## src/pkg/crs_pkg.sv

```systemverilog
`default_nettype none
package crs_pkg;
  // status word field positions
  localparam int unsigned FLD_TEST = 0;
  localparam int unsigned FLD_SAT = 1;
  localparam int unsigned FLD_IMASK_LO = 4;
  localparam int unsigned FLD_IMASK_HI = 7;
  localparam int unsigned FLD_DIVQ = 8;
  localparam int unsigned FLD_DIVM = 9;
  // values after reset
  localparam logic [3:0] IMASK_RST = 4'hf;
  localparam logic [31:0] VBASE_RST = 32'h00000000;
  localparam logic [31:0] DATA_RST = 32'h00000000;
  // read-ahead and step of the program counter, in bytes
  localparam logic [31:0] PC_AHEAD = 32'h00000004;
  localparam logic [31:0] PC_STEP = 32'h00000002;
  // vector table slots fetched at reset
  localparam logic [31:0] VEC_PC_OFS = 32'h00000000;
  localparam logic [31:0] VEC_SP_OFS = 32'h00000004;
  localparam logic [3:0] SP_IDX = 4'hf;
  // apb register byte offsets
  localparam logic [7:0] A_STATUS = 8'h00;
  localparam logic [7:0] A_GBASE = 8'h04;
  localparam logic [7:0] A_VBASE = 8'h08;
  localparam logic [7:0] A_MAC_HI = 8'h0c;
  localparam logic [7:0] A_MAC_LO = 8'h10;
  localparam logic [7:0] A_RLINK = 8'h14;
  localparam logic [7:0] A_PC = 8'h18;
  localparam logic [7:0] A_CORE = 8'h1c;
  // load sizes
  typedef enum logic [1:0] {
    SZ_BYTE = 2'h0,
    SZ_WORD = 2'h1,
    SZ_LONG = 2'h2
  } crs_size_t;
  // pipeline system register write select
  typedef enum logic [2:0] {
    SEL_STATUS = 3'h0,
    SEL_GBASE = 3'h1,
    SEL_VBASE = 3'h2,
    SEL_MAC_HI = 3'h3,
    SEL_MAC_LO = 3'h4,
    SEL_RLINK = 3'h5
  } crs_sel_t;
  // reset vector fetch sequencer
  typedef enum logic [2:0] {
    ST_FETCH_PC = 3'b001,
    ST_FETCH_SP = 3'b010,
    ST_RUN = 3'b100
  } crs_state_t;
endpackage
`default_nettype wire

```

## src/hdl/crs_load_extend.sv

```systemverilog
`timescale 1ns/1ps
`default_nettype none
module crs_load_extend (
  // memory data and access size
  input wire logic [31:0] mem_data,
  input wire crs_pkg::crs_size_t size,
  // register-width result
  output logic [31:0] reg_data
);
  // byte and word loads copy their top bit upward
  always_comb begin
    case (size)
      crs_pkg::SZ_BYTE: reg_data = {{24{mem_data[7]}}, mem_data[7:0]};
      crs_pkg::SZ_WORD: reg_data = {{16{mem_data[15]}}, mem_data[15:0]};
      default: reg_data = mem_data;
    endcase
  end
endmodule // crs_load_extend
`default_nettype wire

```

## src/hdl/crs_gpr_file.sv

```systemverilog
`timescale 1ns/1ps
`default_nettype none
module crs_gpr_file (
  // clock
  input wire logic pclk,
  // write port
  input wire logic we,
  input wire logic [3:0] widx,
  input wire logic [31:0] wdata,
  // read ports
  input wire logic [3:0] ridx_a,
  input wire logic [3:0] ridx_b,
  output logic [31:0] rdata_a,
  output logic [31:0] rdata_b,
  output logic [31:0] sp
);
  logic [31:0] regs [16];

  // no reset: contents are undefined until written, the stack slot is filled by the vector fetch
  always_ff @(posedge pclk) begin
    if (we) begin
      regs[widx] <= wdata;
    end
  end

  // reads are combinational so the pipeline sees a same-cycle operand
  assign rdata_a = regs[ridx_a];
  assign rdata_b = regs[ridx_b];
  assign sp = regs[crs_pkg::SP_IDX];
endmodule // crs_gpr_file
`default_nettype wire

```

## src/hdl/crs_regset.sv

```systemverilog
`timescale 1ns/1ps
`default_nettype none
module crs_regset (
  // clock and reset
  input wire logic pclk,
  input wire logic presetn,
  // apb slave
  input wire logic psel,
  input wire logic penable,
  input wire logic pwrite,
  input wire logic [7:0] paddr,
  input wire logic [31:0] pwdata,
  output logic [31:0] prdata,
  output logic pready,
  output logic pslverr,
  // reset vector fetch
  output logic vec_req,
  output logic [31:0] vec_addr,
  input wire logic vec_ack,
  input wire logic [31:0] vec_rdata,
  output logic core_run,
  // flag updates from execution
  input wire logic t_we,
  input wire logic t_in,
  input wire logic mq_we,
  input wire logic m_in,
  input wire logic q_in,
  // system register writes from execution
  input wire logic sys_we,
  input wire crs_pkg::crs_sel_t sys_sel,
  input wire logic [31:0] sys_wdata,
  input wire logic mac_we,
  input wire logic [31:0] mac_hi_in,
  input wire logic [31:0] mac_lo_in,
  // program counter control
  input wire logic pc_step,
  input wire logic pc_load,
  input wire logic [31:0] pc_target,
  // conditional branch
  input wire logic branch_req,
  input wire logic branch_on_true,
  output logic branch_taken,
  // general registers
  input wire logic gpr_we,
  input wire logic [3:0] gpr_widx,
  input wire logic [31:0] gpr_wdata,
  input wire logic ld_we,
  input wire logic [3:0] ld_idx,
  input wire crs_pkg::crs_size_t ld_size,
  input wire logic [31:0] ld_data,
  input wire logic [3:0] gpr_ridx_a,
  input wire logic [3:0] gpr_ridx_b,
  output logic [31:0] gpr_rdata_a,
  output logic [31:0] gpr_rdata_b,
  output logic [31:0] stack_pointer_gpr,
  // register views for execution
  output logic [31:0] status_word,
  output logic [31:0] global_base,
  output logic [31:0] vector_base,
  output logic [31:0] multiply_acc_high,
  output logic [31:0] multiply_acc_low,
  output logic [31:0] return_link,
  output logic [31:0] pc_read
);
  crs_pkg::crs_state_t state;
  crs_pkg::crs_state_t next_state;
  logic t_flag, s_flag, q_flag, m_flag;
  logic [3:0] interrupt_mask_level;
  logic [31:0] pc;
  logic running, apb_wr, apb_setup, hit, ext_we;
  logic [31:0] rd_mux, ext_data, gpr_wd;
  logic [3:0] gpr_wi;
  logic gpr_w;

  assign running = (state == crs_pkg::ST_RUN);
  assign core_run = running;

  // reset vector fetch: program counter first, then the stack slot
  always_comb begin
    case (state)
      crs_pkg::ST_FETCH_PC: next_state = vec_ack ? crs_pkg::ST_FETCH_SP : crs_pkg::ST_FETCH_PC;
      crs_pkg::ST_FETCH_SP: next_state = vec_ack ? crs_pkg::ST_RUN : crs_pkg::ST_FETCH_SP;
      crs_pkg::ST_RUN: next_state = crs_pkg::ST_RUN;
      default: next_state = crs_pkg::ST_FETCH_PC;
    endcase
  end

  always_ff @(posedge pclk or negedge presetn) begin
    if (!presetn) begin
      state <= crs_pkg::ST_FETCH_PC;
    end else begin
      state <= next_state;
    end
  end

  // table slots are relative to the vector base, which is zero while fetching
  assign vec_req = !running;
  assign vec_addr = vector_base + ((state == crs_pkg::ST_FETCH_PC) ? crs_pkg::VEC_PC_OFS : crs_pkg::VEC_SP_OFS);

  // apb: zero wait states, writes refused until the vector fetch is done
  assign apb_setup = psel && !penable;
  assign apb_wr = psel && penable && pwrite && hit && running;
  assign pready = 1'b1;
  assign pslverr = psel && penable && (!hit || (pwrite && (!running || paddr == crs_pkg::A_PC
                   || paddr == crs_pkg::A_CORE)));

  // read view of the status word, reserved positions forced to zero
  always_comb begin
    status_word = '0;
    status_word[crs_pkg::FLD_DIVM] = m_flag;
    status_word[crs_pkg::FLD_DIVQ] = q_flag;
    status_word[crs_pkg::FLD_IMASK_HI:crs_pkg::FLD_IMASK_LO] = interrupt_mask_level;
    status_word[crs_pkg::FLD_SAT] = s_flag;
    status_word[crs_pkg::FLD_TEST] = t_flag;
  end

  // address decode and read mux
  always_comb begin
    hit = 1'b1;
    case (paddr)
      crs_pkg::A_STATUS: rd_mux = status_word;
      crs_pkg::A_GBASE: rd_mux = global_base;
      crs_pkg::A_VBASE: rd_mux = vector_base;
      crs_pkg::A_MAC_HI: rd_mux = multiply_acc_high;
      crs_pkg::A_MAC_LO: rd_mux = multiply_acc_low;
      crs_pkg::A_RLINK: rd_mux = return_link;
      crs_pkg::A_PC: rd_mux = pc_read;
      crs_pkg::A_CORE: rd_mux = {31'h0, running};
      default: begin
        rd_mux = '0;
        hit = 1'b0;
      end
    endcase
  end

  // read data captured in the setup cycle so it stands through the access
  always_ff @(posedge pclk or negedge presetn) begin
    if (!presetn) begin
      prdata <= crs_pkg::DATA_RST;
    end else if (apb_setup) begin
      prdata <= pwrite ? crs_pkg::DATA_RST : rd_mux;
    end
  end

  // test flag: software write wins over the pipeline on a clash
  always_ff @(posedge pclk or negedge presetn) begin
    if (!presetn) begin
      t_flag <= 1'b0;
    end else if (apb_wr && paddr == crs_pkg::A_STATUS) begin
      t_flag <= pwdata[crs_pkg::FLD_TEST];
    end else if (running && sys_we && sys_sel == crs_pkg::SEL_STATUS) begin
      t_flag <= sys_wdata[crs_pkg::FLD_TEST];
    end else if (running && t_we) begin
      t_flag <= t_in;
    end
  end

  // saturate flag and interrupt mask are plain read-write fields
  always_ff @(posedge pclk or negedge presetn) begin
    if (!presetn) begin
      s_flag <= 1'b0;
      interrupt_mask_level <= crs_pkg::IMASK_RST;
    end else if (apb_wr && paddr == crs_pkg::A_STATUS) begin
      s_flag <= pwdata[crs_pkg::FLD_SAT];
      interrupt_mask_level <= pwdata[crs_pkg::FLD_IMASK_HI:crs_pkg::FLD_IMASK_LO];
    end else if (running && sys_we && sys_sel == crs_pkg::SEL_STATUS) begin
      s_flag <= sys_wdata[crs_pkg::FLD_SAT];
      interrupt_mask_level <= sys_wdata[crs_pkg::FLD_IMASK_HI:crs_pkg::FLD_IMASK_LO];
    end
  end

  // divide flags carry state between setup and step instructions
  always_ff @(posedge pclk or negedge presetn) begin
    if (!presetn) begin
      m_flag <= 1'b0;
      q_flag <= 1'b0;
    end else if (apb_wr && paddr == crs_pkg::A_STATUS) begin
      m_flag <= pwdata[crs_pkg::FLD_DIVM];
      q_flag <= pwdata[crs_pkg::FLD_DIVQ];
    end else if (running && sys_we && sys_sel == crs_pkg::SEL_STATUS) begin
      m_flag <= sys_wdata[crs_pkg::FLD_DIVM];
      q_flag <= sys_wdata[crs_pkg::FLD_DIVQ];
    end else if (running && mq_we) begin
      m_flag <= m_in;
      q_flag <= q_in;
    end
  end

  // control bases; global base reset value is arbitrary since nothing may rely on it
  always_ff @(posedge pclk or negedge presetn) begin
    if (!presetn) begin
      global_base <= crs_pkg::DATA_RST;
      vector_base <= crs_pkg::VBASE_RST;
    end else if (apb_wr) begin
      if (paddr == crs_pkg::A_GBASE) global_base <= pwdata;
      if (paddr == crs_pkg::A_VBASE) vector_base <= pwdata;
    end else if (running && sys_we) begin
      if (sys_sel == crs_pkg::SEL_GBASE) global_base <= sys_wdata;
      if (sys_sel == crs_pkg::SEL_VBASE) vector_base <= sys_wdata;
    end
  end

  // multiply-accumulate pair: a product write updates both halves together
  always_ff @(posedge pclk or negedge presetn) begin
    if (!presetn) begin
      multiply_acc_high <= crs_pkg::DATA_RST;
      multiply_acc_low <= crs_pkg::DATA_RST;
    end else if (apb_wr && (paddr == crs_pkg::A_MAC_HI || paddr == crs_pkg::A_MAC_LO)) begin
      if (paddr == crs_pkg::A_MAC_HI) multiply_acc_high <= pwdata;
      if (paddr == crs_pkg::A_MAC_LO) multiply_acc_low <= pwdata;
    end else if (running && mac_we) begin
      multiply_acc_high <= mac_hi_in;
      multiply_acc_low <= mac_lo_in;
    end else if (running && sys_we) begin
      if (sys_sel == crs_pkg::SEL_MAC_HI) multiply_acc_high <= sys_wdata;
      if (sys_sel == crs_pkg::SEL_MAC_LO) multiply_acc_low <= sys_wdata;
    end
  end

  // return link, written on subroutine call
  always_ff @(posedge pclk or negedge presetn) begin
    if (!presetn) begin
      return_link <= crs_pkg::DATA_RST;
    end else if (apb_wr && paddr == crs_pkg::A_RLINK) begin
      return_link <= pwdata;
    end else if (running && sys_we && sys_sel == crs_pkg::SEL_RLINK) begin
      return_link <= sys_wdata;
    end
  end

  // program counter holds the executing address; the visible value runs ahead
  always_ff @(posedge pclk or negedge presetn) begin
    if (!presetn) begin
      pc <= crs_pkg::DATA_RST;
    end else if (state == crs_pkg::ST_FETCH_PC && vec_ack) begin
      pc <= vec_rdata;
    end else if (running && pc_load) begin
      pc <= pc_target;
    end else if (running && pc_step) begin
      pc <= pc + crs_pkg::PC_STEP;
    end
  end
  assign pc_read = pc + crs_pkg::PC_AHEAD;

  // branch decision reads the stored flag, so a same-cycle update is not seen
  assign branch_taken = branch_req && (t_flag == branch_on_true);

  // load data path
  assign ext_we = running && ld_we;
  crs_load_extend u_ext (
    .mem_data(ld_data),
    .size(ld_size),
    .reg_data(ext_data)
  );

  // one write port: vector fetch, then loads, then alu results
  always_comb begin
    gpr_w = 1'b0;
    gpr_wi = gpr_widx;
    gpr_wd = gpr_wdata;
    if (state == crs_pkg::ST_FETCH_SP && vec_ack) begin
      gpr_w = 1'b1;
      gpr_wi = crs_pkg::SP_IDX;
      gpr_wd = vec_rdata;
    end else if (ext_we) begin
      gpr_w = 1'b1;
      gpr_wi = ld_idx;
      gpr_wd = ext_data;
    end else if (running && gpr_we) begin
      gpr_w = 1'b1;
    end
  end

  crs_gpr_file u_gpr (
    .pclk(pclk),
    .we(gpr_w),
    .widx(gpr_wi),
    .wdata(gpr_wd),
    .ridx_a(gpr_ridx_a),
    .ridx_b(gpr_ridx_b),
    .rdata_a(gpr_rdata_a),
    .rdata_b(gpr_rdata_b),
    .sp(stack_pointer_gpr)
  );
endmodule // crs_regset
`default_nettype wire

```

## config.mk

```make
export PLATFORM = sky130hd
export DESIGN_NAME = crs_regset
export DESIGN_NICKNAME = d
export VERILOG_FILES = /design/src/pkg/crs_pkg.sv /design/src/hdl/crs_load_extend.sv /design/src/hdl/crs_gpr_file.sv /design/src/hdl/crs_regset.sv
export SDC_FILE = /design/constraint.sdc
export NUM_CORES = 1
export LEC_CHECK = 0
export BUFFER_PORTS_ARGS = -buffer_cell sky130_fd_sc_hd__buf_4
export CORE_MARGIN = 1.5
export CORE_UTILIZATION = 50
export DETAILED_ROUTE_END_ITERATION = 8
export PLACE_DENSITY = 0.73
export SYNTH_ARGS = -nofsm -noshare
export SYNTH_HDL_FRONTEND = slang
export SYNTH_SLANG_ARGS = --single-unit
```

## constraint.sdc

```tcl
create_clock -name pclk -period 4.4 [get_ports pclk]
set_clock_uncertainty 0.2 [all_clocks]
set_input_delay 0.22 -clock pclk [delete_from_list [all_inputs] [get_ports pclk]]
set_output_delay 0.22 -clock pclk [all_outputs]
set_load 0.01 [all_outputs]
```

After elaboration in Yosys (flattened, before gate mapping)
Memories as Yosys holds them, arrays and structs flattened.
Index checks and enable logic that the tools add are counted.
- $add $sub $neg: 3
- equal/unequal tests: 21
- mux-type cells: 53
- reduce and logical (&&, ||, !) cells: 49
- operator list (kind ; number):
    $mux W32 ; 26
    $pmux W32 S8 ; 1
    $pmux W32 S2 ; 1
    $add A32 B2 Y32 const B ; 1
    $add A32 B3 Y32 ; 1
    $add A32 B3 Y32 const B ; 1
    $eq A8 B5 Y1 const B ; 4
    $logic_and A1 B1 Y1 ; 23
    $reduce_bool A3 Y1 ; 6
    $mux W1 ; 17
    $eq A8 B4 Y1 const B ; 2
    $mux W4 ; 4
    $reduce_and A3 Y1 ; 4
    $reduce_bool A2 Y1 ; 5
    $eq A3 B2 Y1 const B ; 3
    $eq A3 B3 Y1 const B ; 3
    $pmux W3 S3 ; 1
    $eq A8 B3 Y1 const B ; 1
    $logic_not A8 Y1 ; 1
    $reduce_or A8 Y1 ; 1
    $eq A3 B1 Y1 const B ; 2
    $mux W3 ; 2
    $ne A2 B1 Y1 const B ; 3
    $logic_or A1 B1 Y1 ; 4
    other kinds (7) ; 9
- register bits after elaboration: 235
- bits in writable memories: 512
- bits of input ports: 304
- output and inout port bits: 389
- word-level logic and storage cells: 140
- memories: 1
- memories (memory ; words ; bits a word ; rd ports ; clocked after memory_dff ; wr ports ; RTL line ; source):
    u_gpr.regs ; 16 ; 32 ; 3 ; 0 ; 1 ; crs_gpr_file.sv:17 ; logic [31:0] regs [16];

Logic depth before layout (Yosys ltp)
- word-level depth: 8
- gate-level depth with buffers: 10
- depth with buffers taken out: 8

Cells and area by module
From an unflattened synthesis, not the netlist that was laid out.
- cells, all modules: 2918
- area total of the unflattened synthesis: 37958.9 µm²
- by module, submodules not included (module ; times used ; cells an instance ; area each (µm²) ; sequential area each (µm²)):
    crs_gpr_file ; 1 ; 1077 ; 22905.7 ; 15374.7
    crs_regset ; 1 ; 1777 ; 14626.5 ; 5886.9
    crs_load_extend ; 1 ; 64 ; 426.7 ; 0.0

Least setup slack after synthesis
No wires, ideal clock.
- path kind: register to register
- start: register state[1]
- end: memory u_gpr.regs[0][0] (enable)
- library setup time: 421 ps
- data arrival time: 3346 ps
- required time: 3779 ps
- setup slack: 433 ps
- stages on the path, launching flop included: 9
- path buffers: 3
- clock period less this slack: 3967 ps
- cell sequence: dfrtp_1 > or3b_1 > clkbuf_1 > inv_1 > clkbuf_1 > clkbuf_1 > o21ai_0 > or2_2 > nor2_1
- longest elaborated chain between the ends: 7
- elaborated cells between the ends (all ways): 12
- classes of those cells: 2 x eq/ne; 7 x mux; 3 x reduce/logical
- RTL lines (item ; RTL line ; source):
    start, declared ; crs_regset.sv:65 ; crs_pkg::crs_state_t state;
    start signal, assigned ; crs_regset.sv:90 ; state <= crs_pkg::ST_FETCH_PC;
    start signal, assigned ; crs_regset.sv:92 ; state <= next_state;
    $eq A3 B3 Y1 ; crs_regset.sv:75 ; assign running = (state == crs_pkg::ST_RUN);
    $logic_and A1 B1 Y1 ; crs_regset.sv:269 ; end else if (running && gpr_we) begin
    $mux W1 ; crs_regset.sv:269 ;
    $mux W1 ; crs_regset.sv:265 ; end else if (ext_we) begin
    $mux W1 ; crs_regset.sv:261 ; if (state == crs_pkg::ST_FETCH_SP && vec_ack) begin
    $mux W1 ; crs_gpr_file.sv:21 ; if (we) begin
    $mux W1 (not written as such) ; crs_gpr_file.sv:22 ; regs[widx] <= wdata;
    end, declared ; crs_gpr_file.sv:17 ;
Several ways; a longest one is shown, not always the timed one.

Worst setup path after layout
- start: register state[0]
- end: output port vec_addr[29]
- longest elaborated chain between the ends: 3
- RTL lines (item ; RTL line ; source):
    $eq A3 B1 Y1 ; crs_regset.sv:98 ; assign vec_addr = vector_base + ((state == crs_pkg::ST_FETCH_PC) ? crs_pkg::VEC_PC_OFS : crs_pkg::VEC_SP_OFS);
    $mux W3 ; crs_regset.sv:98 ;
    $add A32 B3 Y32 ; crs_regset.sv:98 ;
    end, declared ; crs_regset.sv:18 ; output logic [31:0] vec_addr,
No other way between the ends.

==> key figures <==
Status
  – Run status: completed

Drt
  – Detailed router's first-iteration violation count: between 4000 and 5000
  – Routed wire length per instance: 33.0 microns
  – Routed wire length: between 150000 and 200000 microns
  – Routed vias: roughly 32000
  – Count of TritonRoute iterations in the first routing pass: 8
  – Via density per instance: 6.65
  – DRC violation count after routing: 0
  – Remaining number of nets flagged by the antenna check after routing: 0

Clock tree
  – Number of clock sinks seen by CTS: 747
  – Total CTS buffers: 82
  – Number of H-tree branching levels: 3
  – Clock Latency Late Sink: 0.64 ns
  – Clock Path Buffers: 3
  – Clock slew at reported path FFs: about 0.06 ns
  – Library cell used as clock root buffer: sky130_fd_sc_hd__clkbuf_16
  – Number of gates given a new drive strength after cts: 0
  – CTS tree: done

Power
  – Maximum VDD drop: 411 uV
  – Static leakage power: around 20 nW
  – Power density over the cells: between 400 and 500 nW/um^2

Worst setup path
  – Endpoint arrival time on the critical path: 3.62 ns
  – Kind of start point of the critical path: flip-flop
  – Peak fanout along the critical path: 14
  – Worst endpoint required time: roughly 4 ns
  – Worst setup path category: reg2out
  – Worst setup EP type: output port

Final layout
  – P&R area growth vs syn: 31.1%
  – Fraction of final layout cells with drive strength greater than 1: 0.345
  – Final layout net count: approximately 4000
  – Number of fillers in the final layout: about 5300
  – Post-route design area: 50700 sq um

GRT
  – Maximum number of pins on one net before global-route repair: 124
  – GRT Residual Overflow: 0
  – Initial antenna violation count: 12
  – Total GRT Usage: 0.392
  – Met3 demand-to-capacity share in global routing: 0.108
  – Global-route track usage on met2: 0.639
  – Peak-usage layer in the global routing report: met2
  – Via count of the first global-routing pass: roughly 32000
  – Global-route wire length before repair: around 220000 microns
  – Global-route track usage on met1: 0.466

Logic synthesis
  – Total of flip-flops plus latches after synthesis: roughly 750
  – Synth Flop Type: sky130_fd_sc_hd__edfxtp_1
  – EDFF count, synth: a little over 500
  – Sequential area share after synthesis: 0.550
  – Proportion of synthesized flip-flops having asynchronous set or reset: 0.315
  – Synthesis Warnings: 0
  – Mean Syn Cell Area: approximately 14 sq um
  – Post-synthesis cell type count: 71
  – Cell count after synthesis: 2782
  – Area of the mapped netlist: ~39000 sq um

Placed design
  – Half-perimeter wire length of the detailed placement result: 103000 microns
  – Cell area reported after detailed placement: around 45000 sq um
  – Placer Congestion: between 0.9 and 1
  – Port Buffer Count: ~670

Run
  – Number of max-cap violations: 0

Worst hold path
  – Min-delay worst type: in2reg

STA
  – Max-slew violations: 0
  – Post-layout minimum cycle time: 4.04 ns
  – Fin Setup TNS: 0 ns
  – RSZ-0062 raised after global routing: no
  – Final hold violation count: 0
  – Max frequency: about 250 MHz
  – Slew at the pin closest to its max-slew limit: roughly 1.3 ns
  – Slew Limit Headroom: 0.115
  – Final clock period utilization by the worst path: 0.918
  – Setup-failing EPs final: 0

Die
  – Horizontal die dimension: roughly 280 microns
  – Starting density of the core: 0.508
  – Core area: 76200 sq um
  – Total Die Area: roughly 80000 sq um
  – Number of standard-cell rows in the floorplan: 101
  – Chip Height: about 280 microns
  – Top-Level Pins: approximately 690
==> worst max-delay path, stage by stage (launching register included) <==
cell and delay (ns):
sky130_fd_sc_hd__dfstp_2 0.69, sky130_fd_sc_hd__or3b_2 0.52, sky130_fd_sc_hd__ha_1 0.26, sky130_fd_sc_hd__nand3_1 0.19, sky130_fd_sc_hd__nand2b_1 0.48, sky130_fd_sc_hd__or3_1 0.33, sky130_fd_sc_hd__nor3_1 0.09, sky130_fd_sc_hd__xor2_1 0.23
sky130_fd_sc_hd__buf_4 0.17
==> synth_stat cells (8+ instances only) <==
cell,instances,area [sq um]
sky130_fd_sc_hd__o221ai_1,9,78.8
sky130_fd_sc_hd__buf_4,36,270
sky130_fd_sc_hd__inv_1,80,300
sky130_fd_sc_hd__a211oi_1,22,165
sky130_fd_sc_hd__a22o_1,9,78.8
sky130_fd_sc_hd__o22a_1,8,70.1
sky130_fd_sc_hd__nor3b_1,10,75.1
sky130_fd_sc_hd__clkbuf_1,182,683
sky130_fd_sc_hd__o21ai_0,102,510
sky130_fd_sc_hd__nand3_1,46,230
sky130_fd_sc_hd__xor2_1,29,254
sky130_fd_sc_hd__a21oi_1,139,696
sky130_fd_sc_hd__buf_1,35,131
sky130_fd_sc_hd__mux4_2,321,7230
sky130_fd_sc_hd__xnor2_1,36,315
sky130_fd_sc_hd__nand2_1,153,574
sky130_fd_sc_hd__a31oi_1,18,113
sky130_fd_sc_hd__dfrtp_1,230,5760
sky130_fd_sc_hd__mux2i_1,181,1810
sky130_fd_sc_hd__a22oi_1,42,315
sky130_fd_sc_hd__o311ai_0,12,105
sky130_fd_sc_hd__nor4_1,12,75.1
sky130_fd_sc_hd__o31ai_1,18,135
sky130_fd_sc_hd__and3_1,72,450
sky130_fd_sc_hd__and4_1,9,78.8
sky130_fd_sc_hd__mux2_2,14,158
sky130_fd_sc_hd__a221o_1,12,120
sky130_fd_sc_hd__o211ai_1,8,60.1
sky130_fd_sc_hd__nor2_1,189,709
sky130_fd_sc_hd__nor3_1,24,120
sky130_fd_sc_hd__nand4_1,22,138
sky130_fd_sc_hd__o22ai_1,76,475
sky130_fd_sc_hd__edfxtp_1,512,15400
==> state kept, by name, indices dropped and copies added (netlist names) <==
| signal | count |
|---|---|
| t_flag | 1 |
| state | 3 |
| interrupt_mask_level | 4 |
| s_flag | 1 |
| return_link | 32 |
| vector_base | 32 |
| u_gpr.regs | 512 |
| q_flag | 1 |
| prdata | 32 |
| multiply_acc_low | 32 |
| multiply_acc_high | 32 |
| pc | 32 |
| m_flag | 1 |
| global_base | 32 |
==> path summary, 6_finish.rpt <==
check | start | endpoint | slack [ns] | depth (start not counted)
max | state[0]$_DFF_PN1_ | vec_addr[29] | 0.36 | 8
min | gpr_wdata[28] | u_gpr.regs[0][28]$_DFFE_PP_ | 0.04 | 4
max reg2reg | state[0]$_DFF_PN1_ | multiply_acc_low[15]$_DFFE_PN0P_ | 0.39 | 8
min reg2reg | prdata[12]$_DFFE_PN0P_ | prdata[12]$_DFFE_PN0P_ | 0.28 | 2
max in group asynchronous | presetn | multiply_acc_low[16]$_DFFE_PN0P_ | 2.81 | 3
min in group asynchronous | presetn | return_link[10]$_DFFE_PN0P_ | 0.05 | 2
==> power breakdown <==
part	total (mW)	switching, mW	internal, mW
Sequential	9.46	1.09	8.37
Clock	7.75	3.08	4.67
Combinational	5.92	3.23	2.70
==> through the flow <==
step	total power, mW	utilization	setup slack, ns	hold WS (ns)	std cells
floorplan	11.8	-	0.433	-0.276	2805
global placement	14.8	0.592	0.941	0.193	4334
detailed placement	14.9	0.592	0.851	0.199	4334
CTS	23.0	0.665	0.414	0.00182	4742
global route	23.8	0.665	0.275	0.0420	4748
finish	23.1	0.665	0.360	0.0428	4748
==> final cells by class <==
type / count / area, sq um / area share
antenna: 6 / 15.0 / 0.000296
multi-input combinational: 1713 / 16200 / 0.320
timing repair buffer: 1020 / 8540 / 0.168
inverter: 80 / 300 / 0.00592
tap: 1030 / 1290 / 0.0254
sequential: 747 / 21300 / 0.419
clock buffer: 87 / 2090 / 0.0412
clock inverter: 65 / 957 / 0.0189
==> kinds of logic (layout without fill, tap and decap cells) <==
family / Yosys count / in the layout / share of synthesized area
AO/OA/AOI/OAI: 513 / 513 / 0.0843
XOR/XNOR: 65 / 65 / 0.0147
adder cells (fa/ha/maj): 4 / 4 / 0.00129
buffers and inverters: 345 / 1252 / 0.0380
flip-flops: 747 / 747 / 0.550
multiplexers: 518 / 518 / 0.239
other: 2 / 31 / 0.000194
AND/OR/NAND/NOR: 588 / 588 / 0.0733
==> timing repair <==
item / CTS / global route
setup buffers: 0 / 0
hold endpoints to repair: 578 / 0
hold buffers: 256 / 0
==> layout by cell type (no fill, tap or decap), types with 13 or more instances in the layout <==
master / instances
sky130_fd_sc_hd__nor2_1: 173
sky130_fd_sc_hd__clkbuf_16: 82
sky130_fd_sc_hd__a21oi_1: 139
sky130_fd_sc_hd__o21ai_0: 98
sky130_fd_sc_hd__o31ai_1: 18
sky130_fd_sc_hd__nand3_1: 46
sky130_fd_sc_hd__bufinv_16: 20
sky130_fd_sc_hd__mux2_2: 14
sky130_fd_sc_hd__clkinv_1: 13
sky130_fd_sc_hd__xor2_1: 29
sky130_fd_sc_hd__buf_12: 18
sky130_fd_sc_hd__clkinv_2: 14
sky130_fd_sc_hd__nand2_1: 152
sky130_fd_sc_hd__nor3_1: 22
sky130_fd_sc_hd__and3_1: 72
sky130_fd_sc_hd__a31oi_1: 17
sky130_fd_sc_hd__mux4_2: 321
sky130_fd_sc_hd__dfrtp_1: 230
sky130_fd_sc_hd__o22ai_1: 76
sky130_fd_sc_hd__dlygate4sd3_1: 256
sky130_fd_sc_hd__nor2_4: 16
sky130_fd_sc_hd__nand4_1: 22
sky130_fd_sc_hd__xnor2_1: 36
sky130_fd_sc_hd__inv_1: 79
sky130_fd_sc_hd__a22oi_1: 42
sky130_fd_sc_hd__a211oi_1: 22
sky130_fd_sc_hd__mux2i_1: 181
sky130_fd_sc_hd__buf_4: 743
sky130_fd_sc_hd__edfxtp_1: 512
sky130_fd_sc_hd__conb_1: 25
==> layer usage <==
layer  routed length [microns]  vias to the layer above
met5                        81                        -
met4                     10400                       12
met3                     19800                      527
met2                     75300                     2628
met1                     50900                    15800
li1                          -                    12700
(Power assumes the default switching activity.)
